$ cat src/pkg/sfio_pkg.sv
// ----------------------------------------------------------------
// Shared constants of the serial frame sequencer.
// ----------------------------------------------------------------
package sfio_pkg;

	// Clock rate and derived timing counts.
	localparam int unsigned CLK_PERIOD_NS = 10;
	localparam int unsigned IDLE_TIME_NS = 1000;
	localparam int unsigned IDLE_CYCLES = IDLE_TIME_NS / CLK_PERIOD_NS;
	localparam int unsigned WAKE_LOBES = 3;
	localparam int unsigned PCLK_FREQ_KHZ = 6670;
	localparam int unsigned PCLK_DIV = (2000000 / (CLK_PERIOD_NS * PCLK_FREQ_KHZ) + 1) / 2;
	localparam int unsigned PCLK_HIGH = PCLK_DIV / 2;

	// Frame geometry inside the 21-bit shift register.
	localparam int unsigned FRAME_BITS = 21;
	localparam int unsigned LATCH_BITS = 19;
	localparam int unsigned SR_LOW_LSB = 3;
	localparam int unsigned SR_DPL = 11;
	localparam int unsigned SR_HIGH_LSB = 12;
	localparam int unsigned SR_DPH = 20;
	localparam int unsigned SR_LATCH_LSB = 2;

	// Start codes, written first-received bit leftmost.
	localparam logic [2:0] START_NORMAL = 3'h6;
	localparam logic [2:0] START_MAINT = 3'h5;

	// Register map, byte addresses.
	localparam logic [3:0] REG_CTRL = 4'h0;
	localparam logic [3:0] REG_STATUS = 4'h4;
	localparam logic [3:0] REG_LATCH = 4'h8;
	localparam logic [31:0] CTRL_RESET = 32'h0000_0001;
	localparam int unsigned CTRL_MAINT_BIT = 0;
	localparam int unsigned STAT_STATE_LSB = 0;
	localparam int unsigned STAT_IDLE_BIT = 8;
	localparam int unsigned STAT_SUB_LSB = 12;
	localparam int unsigned STAT_TXEN_BIT = 16;

	// Sequencer state codes, digits A through E from left to right.
	typedef enum logic [4:0] {
		ST_PURGE = 5'h00,
		ST_RECV = 5'h10,
		ST_XFER = 5'h11,
		ST_GO0 = 5'h0e,
		ST_GO1 = 5'h16,
		ST_GO2 = 5'h1a,
		ST_GO3 = 5'h1c,
		ST_REPLY = 5'h1e,
		ST_TRANSMIT_STATE = 5'h1f
	} sfio_state_e;

endpackage : sfio_pkg

$ cat src/verilog/sfio_bit_recover.sv
`timescale 1ns/1ps
// ----------------------------------------------------------------
// Bit clock recovery from the two lobes of each bipolar bit.
// ----------------------------------------------------------------
module sfio_bit_recover (
	input wire logic i_clk, // System clock.
	input wire logic i_rst_n, // Asynchronous reset, active low.
	input wire logic i_pos, // Positive lobe present.
	input wire logic i_neg, // Negative lobe present.
	output logic o_pulse, // One-cycle recovered bit pulse.
	output logic o_bit, // Bit value valid with o_pulse.
	output logic o_lobe // Registered lobe activity.
);

	logic neg_flag;
	logic pos_flag;
	logic first_pos;
	logic fire;

	// Both lobes seen and the line quiet again closes the bit.
	assign fire = neg_flag && pos_flag && !i_pos && !i_neg;

	// Lobe flags; the close of a bit clears both for the next one.
	always_ff @(posedge i_clk or negedge i_rst_n) begin
		if (!i_rst_n) begin
			neg_flag <= 1'b0;
			pos_flag <= 1'b0;
			first_pos <= 1'b0;
		end else if (fire) begin
			neg_flag <= 1'b0;
			pos_flag <= 1'b0;
		end else begin
			if (i_neg) begin
				neg_flag <= 1'b1;
			end
			if (i_pos) begin
				pos_flag <= 1'b1;
			end
			// The lobe that opens the bit carries its value.
			if (!neg_flag && !pos_flag && (i_pos || i_neg)) begin
				first_pos <= i_pos;
			end
		end
	end

	// Pulse, value and activity all leave from flops.
	always_ff @(posedge i_clk or negedge i_rst_n) begin
		if (!i_rst_n) begin
			o_pulse <= 1'b0;
			o_bit <= 1'b0;
			o_lobe <= 1'b0;
		end else begin
			o_pulse <= fire;
			o_lobe <= i_pos || i_neg;
			if (fire) begin
				o_bit <= first_pos;
			end
		end
	end

endmodule : sfio_bit_recover

$ cat src/verilog/sfio_sequencer.sv
`timescale 1ns/1ps
// Function
// - Idle flag sets after about one microsecond without inbound line activity.
// - Idle timer leaves idle only after three incoming lobes.
// - First state clock while idle restarts sequencer; idle clears after first bit.
// - A free-running clock is provided to the peripheral controllers.
// - Active subchannel is detected and latched to pick the target controller.
// - Message bits shift in until the leading one reaches the end.
// - Two lobe flags make a shift pulse once both set and line quiet.
// - Reply's initial one goes out under the hold flop; the first transmit shift then clears hold.
// - Reply is clocked by incoming zeros; ends after twenty-one bits.
// - State lives in a five-bit register, digits A to E.
// - Restart enters receive if both halves are zero, else purge.
// - Purge ignores the message, lets zeros fill the register, sends nothing.
// - Leading one at the rightmost slot enters transfer and pulses the latch gate.
// - Transfer advances on code 110 with good parity, or 101 with any.
// - Go state code is chosen by latched subchannel.
// - Go drives target enable, reply select and parallel load.
// - Go moves to reply only when the target reports reply ready.
// - Reply pulses parity insertion and raises transmit enable.
// - Reply moves to transmit only when all target enables are off.
// - Transmit sends start code, then data and parity, shifting zeros in.
// - Scanner reply: low data bit while load window low clears that bit.
module sfio_sequencer (
	input wire logic i_clk, // System clock, 100 MHz.
	input wire logic i_rst_n, // Asynchronous reset, active low.
	input wire logic [3:0] i_sub_pos, // Positive lobe per subchannel.
	input wire logic [3:0] i_sub_neg, // Negative lobe per subchannel.
	input wire logic [15:0] i_reply_data0, // Reply data, controller 0.
	input wire logic [15:0] i_reply_data1, // Reply data, controller 1.
	input wire logic [15:0] i_reply_data2, // Reply data, controller 2.
	input wire logic [15:0] i_reply_data3, // Reply data, controller 3.
	input wire logic i_reply_ready0_n, // Reply ready, controller 0.
	input wire logic i_reply_ready1_n, // Reply ready, controller 1.
	input wire logic i_reply_ready2_n, // Reply ready, controller 2.
	input wire logic i_reply_ready3_n, // Reply ready, controller 3.
	input wire logic i_scan_load_window0_n, // Scanner 0 load window.
	input wire logic i_scan_load_window3_n, // Scanner 3 load window.
	input wire logic [3:0] i_avs_address, // Avalon byte address.
	input wire logic i_avs_read, // Avalon read.
	input wire logic i_avs_write, // Avalon write.
	input wire logic [31:0] i_avs_writedata, // Avalon write data.
	input wire logic [3:0] i_avs_byteenable, // Avalon byte enables.
	output logic [31:0] o_avs_readdata, // Avalon read data.
	output logic o_avs_waitrequest, // Avalon wait request.
	output logic o_peripheral_sequencing_clock, // Clock to controllers.
	output logic o_target0_enable_n, // Controller 0 enable.
	output logic o_target1_enable_n, // Controller 1 enable.
	output logic o_target2_enable_n, // Controller 2 enable.
	output logic o_target3_enable_n, // Controller 3 enable.
	output logic o_reply_select0_n, // Reply selector 0 enable.
	output logic o_reply_select1_n, // Reply selector 1 enable.
	output logic o_reply_select2_n, // Reply selector 2 enable.
	output logic o_reply_select3_n, // Reply selector 3 enable.
	output logic o_reply_parallel_load, // Reply parallel load strobe.
	output logic o_parity_insert_strobe, // Parity insertion pulse.
	output logic o_latch_transfer_gate_n, // Latch transfer pulse.
	output logic [18:0] o_latch_data, // Latched message to data bus.
	output logic o_tx_enable_n, // Transmit enable.
	output logic o_reply_serial_out, // Reply bit to the line driver.
	output logic o_reply_bit_strobe // One-cycle strobe per reply bit.
);

	// ----------------------------------------------------------------
	// Helper functions
	// ----------------------------------------------------------------

	// Odd parity across a nine-bit half holds when the XOR is one.
	function automatic logic half_ok(input logic [8:0] v);
		half_ok = ^v;
	endfunction : half_ok

	// Places sixteen data bits into their shift register slots.
	function automatic logic [17:0] place(input logic [15:0] d);
		place = {1'b0, d[15:8], 1'b0, d[7:0]};
	endfunction : place

	// ----------------------------------------------------------------
	// Declarations
	// ----------------------------------------------------------------
	sfio_pkg::sfio_state_e state;
	sfio_pkg::sfio_state_e prev_state;
	sfio_pkg::sfio_state_e go_state;
	logic [20:0] sr;
	logic pulse;
	logic rx_bit;
	logic lobe;
	logic lobe_d;
	logic [6:0] quiet_cnt;
	logic [1:0] lobe_cnt;
	logic timer_on;
	logic idle_flag;
	logic restart;
	logic [1:0] active_sub;
	logic [1:0] sub_latch;
	logic halt;
	logic shift_ok;
	logic [2:0] code;
	logic advance;
	logic ready_n;
	logic [15:0] sel_data;
	logic scanner;
	logic window_n;
	logic enter_reply;
	logic tx_en;
	logic hold_n;
	logic tx_data;
	logic [4:0] tx_cnt;
	logic [3:0] pclk_cnt;
	logic [31:0] ctrl;
	logic req;

	// ----------------------------------------------------------------
	// Receiver
	// ----------------------------------------------------------------

	// All four subchannels share one recovery; only one carries a frame.
	sfio_bit_recover u_rec (
		.i_clk(i_clk),
		.i_rst_n(i_rst_n),
		.i_pos(|i_sub_pos),
		.i_neg(|i_sub_neg),
		.o_pulse(pulse),
		.o_bit(rx_bit),
		.o_lobe(lobe)
	);

	// Quiet timer; an idle line is the only end-of-exchange marker.
	always_ff @(posedge i_clk or negedge i_rst_n) begin
		if (!i_rst_n) begin
			quiet_cnt <= 7'h00;
			lobe_cnt <= 2'h0;
			timer_on <= 1'b1;
			lobe_d <= 1'b0;
		end else begin
			lobe_d <= lobe;
			if (lobe) begin
				quiet_cnt <= 7'h00;
			end else if (quiet_cnt != 7'(sfio_pkg::IDLE_CYCLES - 1)) begin
				quiet_cnt <= quiet_cnt + 7'h01;
			end else begin
				timer_on <= 1'b1;
				lobe_cnt <= 2'h0;
			end
			// A glitch of one or two lobes must not wake the receiver.
			if (timer_on && lobe && !lobe_d) begin
				if (lobe_cnt == 2'(sfio_pkg::WAKE_LOBES - 1)) begin
					timer_on <= 1'b0;
				end else begin
					lobe_cnt <= lobe_cnt + 2'h1;
				end
			end
		end
	end

	// Idle flag: set by the timer's turn-on, cleared by the first bit's pulse.
	always_ff @(posedge i_clk or negedge i_rst_n) begin
		if (!i_rst_n) begin
			idle_flag <= 1'b1;
		end else if (!timer_on && !lobe && quiet_cnt == 7'(sfio_pkg::IDLE_CYCLES - 1)) begin
			idle_flag <= 1'b1;
		end else if (pulse) begin
			idle_flag <= 1'b0;
		end
	end

	assign restart = pulse && idle_flag;

	// The subchannel that last showed a lobe is the active one.
	always_ff @(posedge i_clk or negedge i_rst_n) begin
		if (!i_rst_n) begin
			active_sub <= 2'h0;
		end else begin
			for (int k = 0; k < 4; k++) begin
				if (i_sub_pos[k] || i_sub_neg[k]) begin
					active_sub <= 2'(k);
				end
			end
		end
	end

	// Peripheral clock by division; 15 cycles give 6.67 MHz.
	always_ff @(posedge i_clk or negedge i_rst_n) begin
		if (!i_rst_n) begin
			pclk_cnt <= 4'h0;
			o_peripheral_sequencing_clock <= 1'b0;
		end else begin
			pclk_cnt <= (pclk_cnt == 4'(sfio_pkg::PCLK_DIV - 1)) ? 4'h0 : pclk_cnt + 4'h1;
			o_peripheral_sequencing_clock <= pclk_cnt < 4'(sfio_pkg::PCLK_HIGH);
		end
	end

	// ----------------------------------------------------------------
	// Sequencer
	// ----------------------------------------------------------------

	// Start code read first-received bit leftmost.
	assign code = {sr[0], sr[1], sr[2]};
	assign advance = (code == sfio_pkg::START_NORMAL && half_ok(sr[11:3]) && half_ok(sr[20:12]))
		|| (code == sfio_pkg::START_MAINT && ctrl[sfio_pkg::CTRL_MAINT_BIT]);

	// Selections by the latched subchannel.
	always_comb begin
		unique case (sub_latch)
			2'h0: begin
				go_state = sfio_pkg::ST_GO0;
				ready_n = i_reply_ready0_n;
				sel_data = i_reply_data0;
			end
			2'h1: begin
				go_state = sfio_pkg::ST_GO1;
				ready_n = i_reply_ready1_n;
				sel_data = i_reply_data1;
			end
			2'h2: begin
				go_state = sfio_pkg::ST_GO2;
				ready_n = i_reply_ready2_n;
				sel_data = i_reply_data2;
			end
			2'h3: begin
				go_state = sfio_pkg::ST_GO3;
				ready_n = i_reply_ready3_n;
				sel_data = i_reply_data3;
			end
		endcase
	end

	assign scanner = sub_latch == 2'h0 || sub_latch == 2'h3;
	assign window_n = (sub_latch == 2'h0) ? i_scan_load_window0_n : i_scan_load_window3_n;

	// Shifting stops once the leading one sits at the end, until transmit.
	assign halt = (state == sfio_pkg::ST_RECV && sr[0]) || (state != sfio_pkg::ST_RECV
		&& state != sfio_pkg::ST_PURGE && state != sfio_pkg::ST_TRANSMIT_STATE);
	assign shift_ok = pulse && (!halt || restart);
	assign enter_reply = pulse && state == go_state && !ready_n;

	// State register, clocked by recovered state clock pulses.
	always_ff @(posedge i_clk or negedge i_rst_n) begin
		if (!i_rst_n) begin
			state <= sfio_pkg::ST_PURGE;
			sub_latch <= 2'h0;
		end else if (restart) begin
			sub_latch <= active_sub;
			if (sr[20:12] == 9'h000 && sr[11:3] == 9'h000) begin
				state <= sfio_pkg::ST_RECV;
			end else begin
				state <= sfio_pkg::ST_PURGE;
			end
		end else if (pulse) begin
			unique case (state)
				sfio_pkg::ST_PURGE: state <= sfio_pkg::ST_PURGE;
				sfio_pkg::ST_RECV: state <= sr[0] ? sfio_pkg::ST_XFER : sfio_pkg::ST_RECV;
				sfio_pkg::ST_XFER: state <= advance ? go_state : sfio_pkg::ST_XFER;
				sfio_pkg::ST_GO0, sfio_pkg::ST_GO1, sfio_pkg::ST_GO2, sfio_pkg::ST_GO3: begin
					state <= !ready_n ? sfio_pkg::ST_REPLY : state;
				end
				sfio_pkg::ST_REPLY: begin
					if (o_target0_enable_n && o_target1_enable_n && o_target2_enable_n && o_target3_enable_n) begin
						state <= sfio_pkg::ST_TRANSMIT_STATE;
					end
				end
				sfio_pkg::ST_TRANSMIT_STATE: state <= sfio_pkg::ST_TRANSMIT_STATE;
				default: state <= sfio_pkg::ST_PURGE;
			endcase
		end
	end

	// Shift register: serial in, parallel reply load, parity insert.
	always_ff @(posedge i_clk or negedge i_rst_n) begin
		if (!i_rst_n) begin
			sr <= 21'h000000;
		end else if (shift_ok) begin
			sr <= {rx_bit, sr[20:1]};
		end else if (enter_reply) begin
			sr[sfio_pkg::SR_DPL] <= ~^sr[10:3];
			sr[sfio_pkg::SR_DPH] <= ~^sr[19:12];
			sr[0] <= sfio_pkg::START_NORMAL[2];
			sr[1] <= sfio_pkg::START_NORMAL[1];
			sr[2] <= sfio_pkg::START_NORMAL[0];
		end else if (pulse && state == sfio_pkg::ST_XFER && advance) begin
			// Scanner replies can only clear bits, so they start from ones.
			sr[20:3] <= scanner ? place(16'hffff) : place(sel_data);
		end else if (state == go_state && !scanner) begin
			sr[20:3] <= place(sel_data);
		end else if (state == go_state && !window_n) begin
			sr[20:3] <= sr[20:3] & place(sel_data);
		end
	end

	// Latch and transfer gate on entry to transfer.
	always_ff @(posedge i_clk or negedge i_rst_n) begin
		if (!i_rst_n) begin
			o_latch_data <= 19'h00000;
			o_latch_transfer_gate_n <= 1'b1;
		end else begin
			o_latch_transfer_gate_n <= !(state == sfio_pkg::ST_XFER && prev_state == sfio_pkg::ST_RECV);
			if (state == sfio_pkg::ST_XFER && prev_state == sfio_pkg::ST_RECV) begin
				o_latch_data <= sr[20:sfio_pkg::SR_LATCH_LSB];
			end
		end
	end

	// Decoded controls; all registered so the pins are glitch free.
	always_ff @(posedge i_clk or negedge i_rst_n) begin
		if (!i_rst_n) begin
			prev_state <= sfio_pkg::ST_PURGE;
			o_target0_enable_n <= 1'b1;
			o_target1_enable_n <= 1'b1;
			o_target2_enable_n <= 1'b1;
			o_target3_enable_n <= 1'b1;
			o_reply_select0_n <= 1'b1;
			o_reply_select1_n <= 1'b1;
			o_reply_select2_n <= 1'b1;
			o_reply_select3_n <= 1'b1;
			o_reply_parallel_load <= 1'b0;
			o_parity_insert_strobe <= 1'b0;
		end else begin
			prev_state <= state;
			o_target0_enable_n <= state != sfio_pkg::ST_GO0;
			o_target1_enable_n <= state != sfio_pkg::ST_GO1;
			o_target2_enable_n <= state != sfio_pkg::ST_GO2;
			o_target3_enable_n <= state != sfio_pkg::ST_GO3;
			o_reply_select0_n <= state != sfio_pkg::ST_GO0;
			o_reply_select1_n <= state != sfio_pkg::ST_GO1;
			o_reply_select2_n <= state != sfio_pkg::ST_GO2;
			o_reply_select3_n <= state != sfio_pkg::ST_GO3;
			o_reply_parallel_load <= state == go_state;
			o_parity_insert_strobe <= enter_reply;
		end
	end

	// ----------------------------------------------------------------
	// Transmitter
	// ----------------------------------------------------------------

	// Reply bits leave one per incoming zero; the hold flop covers the first.
	always_ff @(posedge i_clk or negedge i_rst_n) begin
		if (!i_rst_n) begin
			tx_en <= 1'b0;
			hold_n <= 1'b1;
			tx_data <= 1'b0;
			tx_cnt <= 5'h00;
			o_tx_enable_n <= 1'b1;
			o_reply_serial_out <= 1'b0;
			o_reply_bit_strobe <= 1'b0;
		end else begin
			o_reply_bit_strobe <= 1'b0;
			if (restart) begin
				tx_en <= 1'b0;
				o_tx_enable_n <= 1'b1;
				hold_n <= 1'b1;
			end else if (enter_reply) begin
				tx_en <= 1'b1;
				o_tx_enable_n <= 1'b0;
				hold_n <= 1'b0;
				tx_data <= 1'b1;
				tx_cnt <= 5'h00;
			end else if (shift_ok && tx_en && state == sfio_pkg::ST_TRANSMIT_STATE) begin
				o_reply_serial_out <= tx_data;
				o_reply_bit_strobe <= 1'b1;
				tx_data <= sr[1];
				hold_n <= 1'b1;
				tx_cnt <= tx_cnt + 5'h01;
				if (tx_cnt == 5'(sfio_pkg::FRAME_BITS - 1)) begin
					tx_en <= 1'b0;
					o_tx_enable_n <= 1'b1;
				end
			end
		end
	end

	// ----------------------------------------------------------------
	// Avalon-MM slave
	// ----------------------------------------------------------------

	// Fixed one wait state: every request is answered on its second cycle.
	assign req = i_avs_read || i_avs_write;

	always_ff @(posedge i_clk or negedge i_rst_n) begin
		if (!i_rst_n) begin
			o_avs_waitrequest <= 1'b1;
			o_avs_readdata <= 32'h0000_0000;
		end else begin
			o_avs_waitrequest <= !(req && o_avs_waitrequest);
			if (i_avs_read && o_avs_waitrequest) begin
				unique case (i_avs_address)
					sfio_pkg::REG_CTRL: o_avs_readdata <= ctrl;
					sfio_pkg::REG_STATUS: o_avs_readdata <= {15'h0000, tx_en, 2'h0, sub_latch, 3'h0,
						idle_flag, 3'h0, state};
					sfio_pkg::REG_LATCH: o_avs_readdata <= {13'h0000, o_latch_data};
					default: o_avs_readdata <= 32'h0000_0000;
				endcase
			end
		end
	end

	// Control register; only the maintenance-accept bit is implemented.
	always_ff @(posedge i_clk or negedge i_rst_n) begin
		if (!i_rst_n) begin
			ctrl <= sfio_pkg::CTRL_RESET;
		end else if (i_avs_write && !o_avs_waitrequest && i_avs_address == sfio_pkg::REG_CTRL
			&& i_avs_byteenable[0]) begin
			ctrl <= {31'h0000_0000, i_avs_writedata[sfio_pkg::CTRL_MAINT_BIT]};
		end
	end

endmodule : sfio_sequencer

$ cat config.mk
export PLATFORM = sky130hd
export DESIGN_NAME = sfio_sequencer
export DESIGN_NICKNAME = d
export VERILOG_FILES = /design/src/pkg/sfio_pkg.sv /design/src/verilog/sfio_bit_recover.sv /design/src/verilog/sfio_sequencer.sv
export SDC_FILE = /design/constraint.sdc
export NUM_CORES = 1
export LEC_CHECK = 0
export BUFFER_PORTS_ARGS = -buffer_cell sky130_fd_sc_hd__clkbuf_2
export CAP_MARGIN = 15
export CELL_PAD_IN_SITES_DETAIL_PLACEMENT = 2
export CELL_PAD_IN_SITES_GLOBAL_PLACEMENT = 2
export CORE_MARGIN = 8
export CORE_UTILIZATION = 28
export CTS_CLUSTER_SIZE = 28
export DETAILED_ROUTE_END_ITERATION = 8
export HOLD_SLACK_MARGIN = 0.08
export PLACE_DENSITY_LB_ADDON = 0.1
export RECOVER_POWER = 25
export SLEW_MARGIN = 30
export SYNTH_ARGS = -nofsm -noshare
export SYNTH_HDL_FRONTEND = slang
export SYNTH_SLANG_ARGS = --single-unit
$ cat constraint.sdc
create_clock -name i_clk -period 2.5 [get_ports i_clk]
set_input_delay 0.75 -clock i_clk [delete_from_list [all_inputs] [get_ports i_clk]]
set_output_delay 0.75 -clock i_clk [all_outputs]
set_load 0.03 [all_outputs]
==> results.py, run 1 <==
metrics = {
    "placement": {
        "post_dp_cell_area_sq_um": 7550,
        "dp.cells": 1082,
        "hpwl_um": 16900,
        "gp_congestion": 0.771,
        "port_buffers": 141,
    },
    "floorplanning": {
        "core_sq_um": 21700,
        "row_count": 54,
        "die-area_sq_um": 26900,
        "die_y_um": 164,
        "die_w_um": 164,
        "ios": 189,
        "start_util_pct": 28.3,
    },
    "yosys": {
        "syn_inst": 635,
        "yosysMostFrequentCell": "dfrtp_1",
        "synth.avg_cell_area_sq_um": 9.67,
        "synth-edff-count": 0,
        "ys_top_cells_by_count": "dfrtp_1, nand2_1, o21ai_0, a21oi_1",
        "yosys-top-cells-area": "dfrtp_1, nand2_1, o21ai_0, dfstp_2, a21oi_1",
        "yosysSeqAreaShare_pct": 47.0,
        "syn_area_sq_um": 6140,
        "synthFlopType": "dfrtp_1",
        "synth_top_cell_area_share_pct": 42.8,
        "yosysWarnings": 0,
        "synthArstFlopShare_pct": 100,
        "synth_cell_type_count": 61,
        "yosys.area.top_type": "dfrtp_1",
        "synth.ff_latch_count": 115,
    },
    "finish": {
        "fin_nets": 974,
        "fin_util_pct": 39.0,
        "area_delta_synth_final_pct": 37.7,
        "layout.cells.non_filler": 1127,
        "design_area_sq_um": 8460,
        "drive_gt1_share_pct": 37.3,
        "diodes": 0,
    },
    "grt": {
        "grt_pass1_vias": 6358,
        "grt_max_degree": 50,
        "grt-ovfl-total": 0,
        "grtUsageTotal_pct": 16.9,
        "antenna_found_initial": 0,
        "grt_pass1_wl_um": 35500,
    },
    "clocking": {
        "hold_buffers": 0,
        "cts_tree": "built",
        "cts_root_buf": "clkbuf_16",
        "worstSkewPairLatency_ns": 0.42,
        "clkTransAtPathRegs_ns": 0.05,
        "cts_sinks": 115,
        "numCtsBuffers": 17,
        "cts.path.max_buffers": 2,
        "h-tree-depth": 4,
    },
    "timing": {
        "hold_violations": 0,
        "drv_slew": 28,
        "fin_crit_ns": 2.56,
        "rsz0062_at_grt": "yes",
        "skew_ns": 0.00557,
        "worstMarginPinSlew_ns": 1.83,
        "tns_ns": -0.241,
        "finalCritPeriodShare_pct": 102,
        "setup_ws_ns": -0.0616,
        "clock.fmax_ghz": 0.390,
        "setup_violations": 15,
        "relSlewSlack_pct": -21.7,
    },
    "routing": {
        "num_vias": 5582,
        "drc": 0,
        "wirelength_um": 22800,
        "drt-initial-drc-count": 288,
        "ant_nets": 0,
        "drt-vias-per-instance": 4.95,
        "dr.pass1.iters": 7,
        "post_drt_wl_per_cell_um": 20.2,
    },
    "hold_path": {
        "whs_path_depth": 2,
        "hold_class": "reg -> reg",
    },
    "power_and_ir_drop": {
        "p_int_mw": 3.83,
        "p_clk_share_pct": 43.6,
        "power.static_leakage_nw": 3.89,
        "fin_total_pwr_mw": 5.57,
        "power.density_nw_per_um2": 658,
        "pwr-share-seq_pct": 39.4,
        "switching_share_pct": 31.3,
        "p_comb_share_pct": 17.0,
        "power_switching_mw": 1.74,
        "ir_worst_vdd_v": 0.000535,
    },
    "critical_path": {
        "worst_setup_path_end_kind": "register",
        "reg2reg_depth": 10,
        "worstPathRequired_ns": 2.84,
        "worst-setup-path-type": "reg -> reg",
        "startpoint_type": "register",
        "crit_fanout": 8,
        "cp_data_arrival_time_ns": 2.91,
        "r2r_slack_ns": -0.06,
    },
    "run_status": {
        "violations": "capacitance limit, slew limit, setup timing",
        "status": "complete, but fails checks",
    },
    "run": {
        "max_cap_violations": 1,
    },
}
[cells in the final DEF (no fill, tap or decap), types with 4 or more instances in the layout]
| master | n |
|---|---|
| a222oi_1 | 16 |
| clkinv_2 | 5 |
| buf_12 | 5 |
| a31oi_1 | 5 |
| o31ai_1 | 4 |
| ha_4 | 8 |
| inv_1 | 20 |
| a2bb2oi_1 | 6 |
| clkbuf_16 | 18 |
| buf_4 | 69 |
| xor2_1 | 4 |
| clkinv_4 | 4 |
| a21oi_2 | 4 |
| nor3_1 | 5 |
| clkbuf_2 | 140 |
| dfrtp_1 | 105 |
| dfstp_2 | 9 |
| nor4_1 | 5 |
| mux2_2 | 8 |
| nor2_1 | 33 |
| xnor2_4 | 4 |
| o2bb2ai_1 | 5 |
| a2bb2oi_2 | 10 |
| inv_2 | 13 |
| ha_1 | 10 |
| conb_1 | 13 |
| xnor2_1 | 9 |
| nand4b_1 | 5 |
| a22oi_1 | 9 |
| nand3_1 | 14 |
| mux2i_1 | 5 |
| o21a_1 | 15 |
| nand2_1 | 98 |
| o21ai_0 | 57 |
| a21oi_1 | 41 |
[cell families after synthesis]
kind of cell	after synthesis	share of synthesized area (%)
buffers and inverters	85	6.56
other	1	0.0610
XOR/XNOR	19	3.28
AO/OA/AOI/OAI	197	23.2
flip-flops	115	47.0
AND/OR/NAND/NOR	185	13.6
adder cells (fa/ha/maj)	20	3.99
multiplexers	13	2.28
[cell type report]
cell class / count / area, sq um
multi-input combinational: 447 / 3110
tap: 280 / 350
inverter: 33 / 124
fill: 2386 / 13200
clock buffer: 19 / 453
sequential: 115 / 2890
clock inverter: 13 / 135
timing repair buffer: 220 / 1400
[registers in the layout, summed over array words and instances, names as in the netlist, 4 cells and up, named ones only]
register / count
tx_cnt: 5
o_latch_data: 19
pclk_cnt: 4
sr: 21
prev_state: 5
quiet_cnt: 7
state: 5
o_avs_readdata: 19
[power by group through the flow]
stage | sequential (mW) | clock (mW) | combinational [mW]
floorplan | 2.47 | 0 | 0.273
global placement | 2.24 | 0 | 0.916
detailed placement | 2.24 | 0 | 0.943
CTS | 2.21 | 2.49 | 0.960
global route | 2.23 | 2.57 | 1.03
finish | 2.19 | 2.43 | 0.946
[worst paths after layout]
check	start	to
setup reg to reg	sr[14]	sr[14]
setup / recovery	sr[14]	sr[14]
max in group asynchronous	i_rst_n	o_latch_transfer_gate_n
min in group asynchronous	i_rst_n	o_avs_readdata[2]
hold reg to reg	o_avs_readdata[10]	o_avs_readdata[10]
hold / removal	o_avs_readdata[10]	o_avs_readdata[10]
[critical path, cell delays in order, from the launching register on]
cell,delay [ns]
dfrtp_1,0.39
inv_2,0.10
ha_4,0.22
xnor2_4,0.18
xnor3_1,0.36
o31ai_4,0.37
buf_6,0.16
a32oi_4,0.14
clkbuf_16,0.23
a21oi_1,0.18
a2bb2oi_2,0.16
[routing by layer]
| metal | GRT usage, % | part of all wire (%) | wire length, um | up-vias |
|---|---|---|---|---|
| met5 | 0 | 0 | 0 | - |
| met4 | 6.12 | 2.1 | 473 | 0 |
| met3 | 3.63 | 4.9 | 1110 | 31 |
| met2 | 27.5 | 48 | 11000 | 137 |
| met1 | 21.6 | 45 | 10200 | 2780 |
| li1 | - | - | - | 2634 |
[stage by stage]
stage	hold slack, ns	worst slack [ns]
after global placement	0.462	-0.0531
final	0.475	-0.0616
after floorplan	0.349	-0.00586
after CTS	0.272	-0.0835
after detailed placement	0.473	-0.173
after global routing	0.511	-0.135
[what timing repair did]
action,in CTS,in global routing
setup endpoints to repair,22,22
setup buffers,6,5
resized for setup,15,23
cloned,1,1
pin swaps,7,12
No activity file was read; power rests on OpenSTA's default activity.
==> run 2: changes to the inputs <==
--- a/config.mk
+++ b/config.mk
@@ -10,12 +10,12 @@
 export CELL_PAD_IN_SITES_DETAIL_PLACEMENT = 2
 export CELL_PAD_IN_SITES_GLOBAL_PLACEMENT = 2
 export CORE_MARGIN = 8
-export CORE_UTILIZATION = 28
+export CORE_UTILIZATION = 30
 export CTS_CLUSTER_SIZE = 28
 export DETAILED_ROUTE_END_ITERATION = 8
+export GPL_ROUTABILITY_DRIVEN = 0
 export HOLD_SLACK_MARGIN = 0.08
 export PLACE_DENSITY_LB_ADDON = 0.1
-export RECOVER_POWER = 25
 export SLEW_MARGIN = 30
 export SYNTH_ARGS = -nofsm -noshare
 export SYNTH_HDL_FRONTEND = slang
==> constraint.sdc (replaced) <==
create_clock -name i_clk -period 3.2 [get_ports i_clk]
set_input_delay 0.96 -clock i_clk [delete_from_list [all_inputs] [get_ports i_clk]]
set_output_delay 0.96 -clock i_clk [all_outputs]
set_load 0.03 [all_outputs]
==> run 2 against run 1 <==
  * The run now ends clean
  * Critical path type unchanged
  * Via count is 4.7% lower
  * Non-clock buffer count is 62 lower
  * Critical path depth is 2 lower
  * Wire length is 8.3% lower
  * Largest power group unchanged
  * Clock power is 21% lower
  * Final area is 9.0% lower
  * Sequential power is 21% lower
==> results.py, run 2 (synthesis gave the netlist of run 1 again) <==
metrics = {
    "finish": {
        "area_delta_synth_final_pct": 25.4,
        "fin_nets": 912,
        "multi_input_area_sq_um": 2900,
        "largest-register": "sr",
        "fillers": 2237,
        "top_regs": "sr (21), o_avs_readdata (19), o_latch_data (19)",
        "diodes": 0,
        "final_common_cell": "clkbuf_2",
        "layout_common_cells": "clkbuf_2, dfrtp_1, nand2_1, o21ai_0, a21oi_1",
        "largest_reg_flops": 21,
        "seq_area_sq_um": 2890,
        "drive_gt1_share_pct": 28.7,
    },
    "floorplanning": {
        "die_w_um": 159,
        "core_sq_um": 20200,
        "ios": 189,
        "start_util_pct": 30.5,
        "die_y_um": 159,
        "die-area_sq_um": 25300,
        "row_count": 52,
    },
    "power_and_ir_drop": {
        "fin_total_pwr_mw": 4.37,
        "power.density_nw_per_um2": 567,
        "p_comb_share_pct": 16.3,
        "power_switching_mw": 1.33,
        "p_int_mw": 3.04,
        "p_clk_share_pct": 44.2,
        "ir_worst_vdd_v": 0.000335,
        "power.static_leakage_nw": 3.61,
        "pwr-share-seq_pct": 39.5,
        "switching_share_pct": 30.5,
    },
    "timing": {
        "worstMarginPinSlew_ns": 0.910,
        "hold_violations": 0,
        "drv_slew": 0,
        "rsz0062_at_grt": "no",
        "setup_violations": 0,
        "finalCritPeriodShare_pct": 92.8,
        "skew_ns": 0.0105,
        "clock.fmax_ghz": 0.337,
        "tns_ns": 0,
        "relSlewSlack_pct": 39.3,
        "fin_crit_ns": 2.97,
    },
    "routing": {
        "ant_nets": 0,
        "wl_met3_um": 1020,
        "drc": 0,
        "dr.pass1.iters": 5,
        "highest_layer": "met4",
        "wirelength_um": 20900,
        "wl_met1_um": 9780,
        "drt-initial-drc-count": 286,
        "num_vias": 5321,
        "post_drt_wl_per_cell_um": 19.8,
        "wl_met2_um": 9930,
        "drt-vias-per-instance": 5.04,
    },
    "placement": {
        "hpwl_um": 16100,
        "port_buffers": 141,
    },
    "critical_path": {
        "r2r-start": "sr[7]",
        "r2r_slack_ns": 0.23,
        "crit_chain": "inv_1 -> ha_1 -> xnor2_1 -> xnor3_1 -> o31ai_4 -> a32oi_2 -> a21oi_1 -> o311a_1",
        "worstPathRequired_ns": 3.49,
        "crit_buf_inv": 1,
        "cpPeakStageDelay_ns": 0.78,
        "cp_data_arrival_time_ns": 3.26,
        "critPathSlowestCell": "a32oi_2",
        "crit_fanout": 16,
        "reg2reg_depth": 8,
        "rr_endpoint": "sr[18]",
        "startpoint_type": "register",
        "worst-setup-path-type": "reg -> reg",
        "worst_setup_path_end_kind": "register",
        "cp_top_family": "compound AO/OA/AOI/OAI gates",
    },
    "clocking": {
        "h-tree-depth": 4,
        "worstSkewPairLatency_ns": 0.41,
        "cts.path.max_buffers": 2,
        "ctsResizeCount": 0,
        "cts_root_buf": "clkbuf_16",
        "clkTransAtPathRegs_ns": 0.06,
        "post-cts-setup-buffers": 0,
        "cts_sinks": 115,
        "hold_buffers": 0,
        "cts_tree": "built",
        "numCtsBuffers": 17,
    },
    "run": {
        "max_cap_violations": 0,
    },
    "run_status": {
        "status": "complete, no violations",
    },
    "hold_path": {
        "hold_class": "in -> async",
    },
    "grt": {
        "grtUsageTotal_pct": 16.5,
        "grt-ovfl-total": 0,
        "grt_pass1_wl_um": 33700,
        "grt_max_degree": 71,
        "grt_pass1_vias": 6068,
        "antenna_found_initial": 0,
    },
}
[run 2: changes by cell type in the layout (fill, tap and decap cells not counted), sizes merged]
cell / change
bufinv: +1
clkbuf: -3
clkinvlp: +1
clkinv: -3
inv: +1
buf: -59
[run 2: final cells by class]
| type | count | share of cell area, % |
|---|---|---|
| sequential | 115 | 37.5 |
| timing repair buffer | 158 | 11.0 |
| inverter | 33 | 1.61 |
| clock buffer | 19 | 5.75 |
| multi-input combinational | 447 | 37.6 |
| tap | 270 | 4.39 |
| clock inverter | 13 | 2.06 |
[run 2: stage by stage]
stage / worst slack, ns / std cells / utilization (%) / area (sq um) / hold WS [ns]
4_1_cts: 0.181 / 1055 / 38.2 / 7700 / 0.380
2_1_floorplan: 0.692 / 647 / - / 6190 / 0.349
3_3_place_gp: 0.296 / 1023 / 35.2 / 7100 / 0.461
6_report: 0.230 / 1055 / 38.2 / 7700 / 0.386
5_1_grt: 0.0353 / 1055 / 38.2 / 7700 / 0.378
3_5_place_dp: 0.228 / 1023 / 35.2 / 7100 / 0.485
[run 2: routing by layer]
layer	global-route usage (%)	vias up
met1	21.4	2670
met3	4.63	14
met2	26.7	125
li1	-	2512
met5	0	-
met4	4.16	0
[run 2: how the worst max path moves through the flow]
stage	start	endpoint	slack, ns	cells after the start
floorplan	sr[18]	sr[10]	0.69	9
global placement	sr[7]	sr[18]	0.30	8
detailed placement	sr[15]	sr[18]	0.23	8
CTS	sr[15]	sr[18]	0.18	8
global route	sr[15]	sr[18]	0.04	8
finish	sr[7]	sr[18]	0.23	8
[run 2: power groups by stage]
stage / Sequential, mW / Combinational [mW] / Clock (mW)
2_1_floorplan: 1.93 / 0.213 / 0
3_3_place_gp: 1.75 / 0.700 / 0
3_5_place_dp: 1.76 / 0.720 / 0
4_1_cts: 1.73 / 0.726 / 1.98
5_1_grt: 1.75 / 0.778 / 2.05
6_report: 1.72 / 0.711 / 1.93
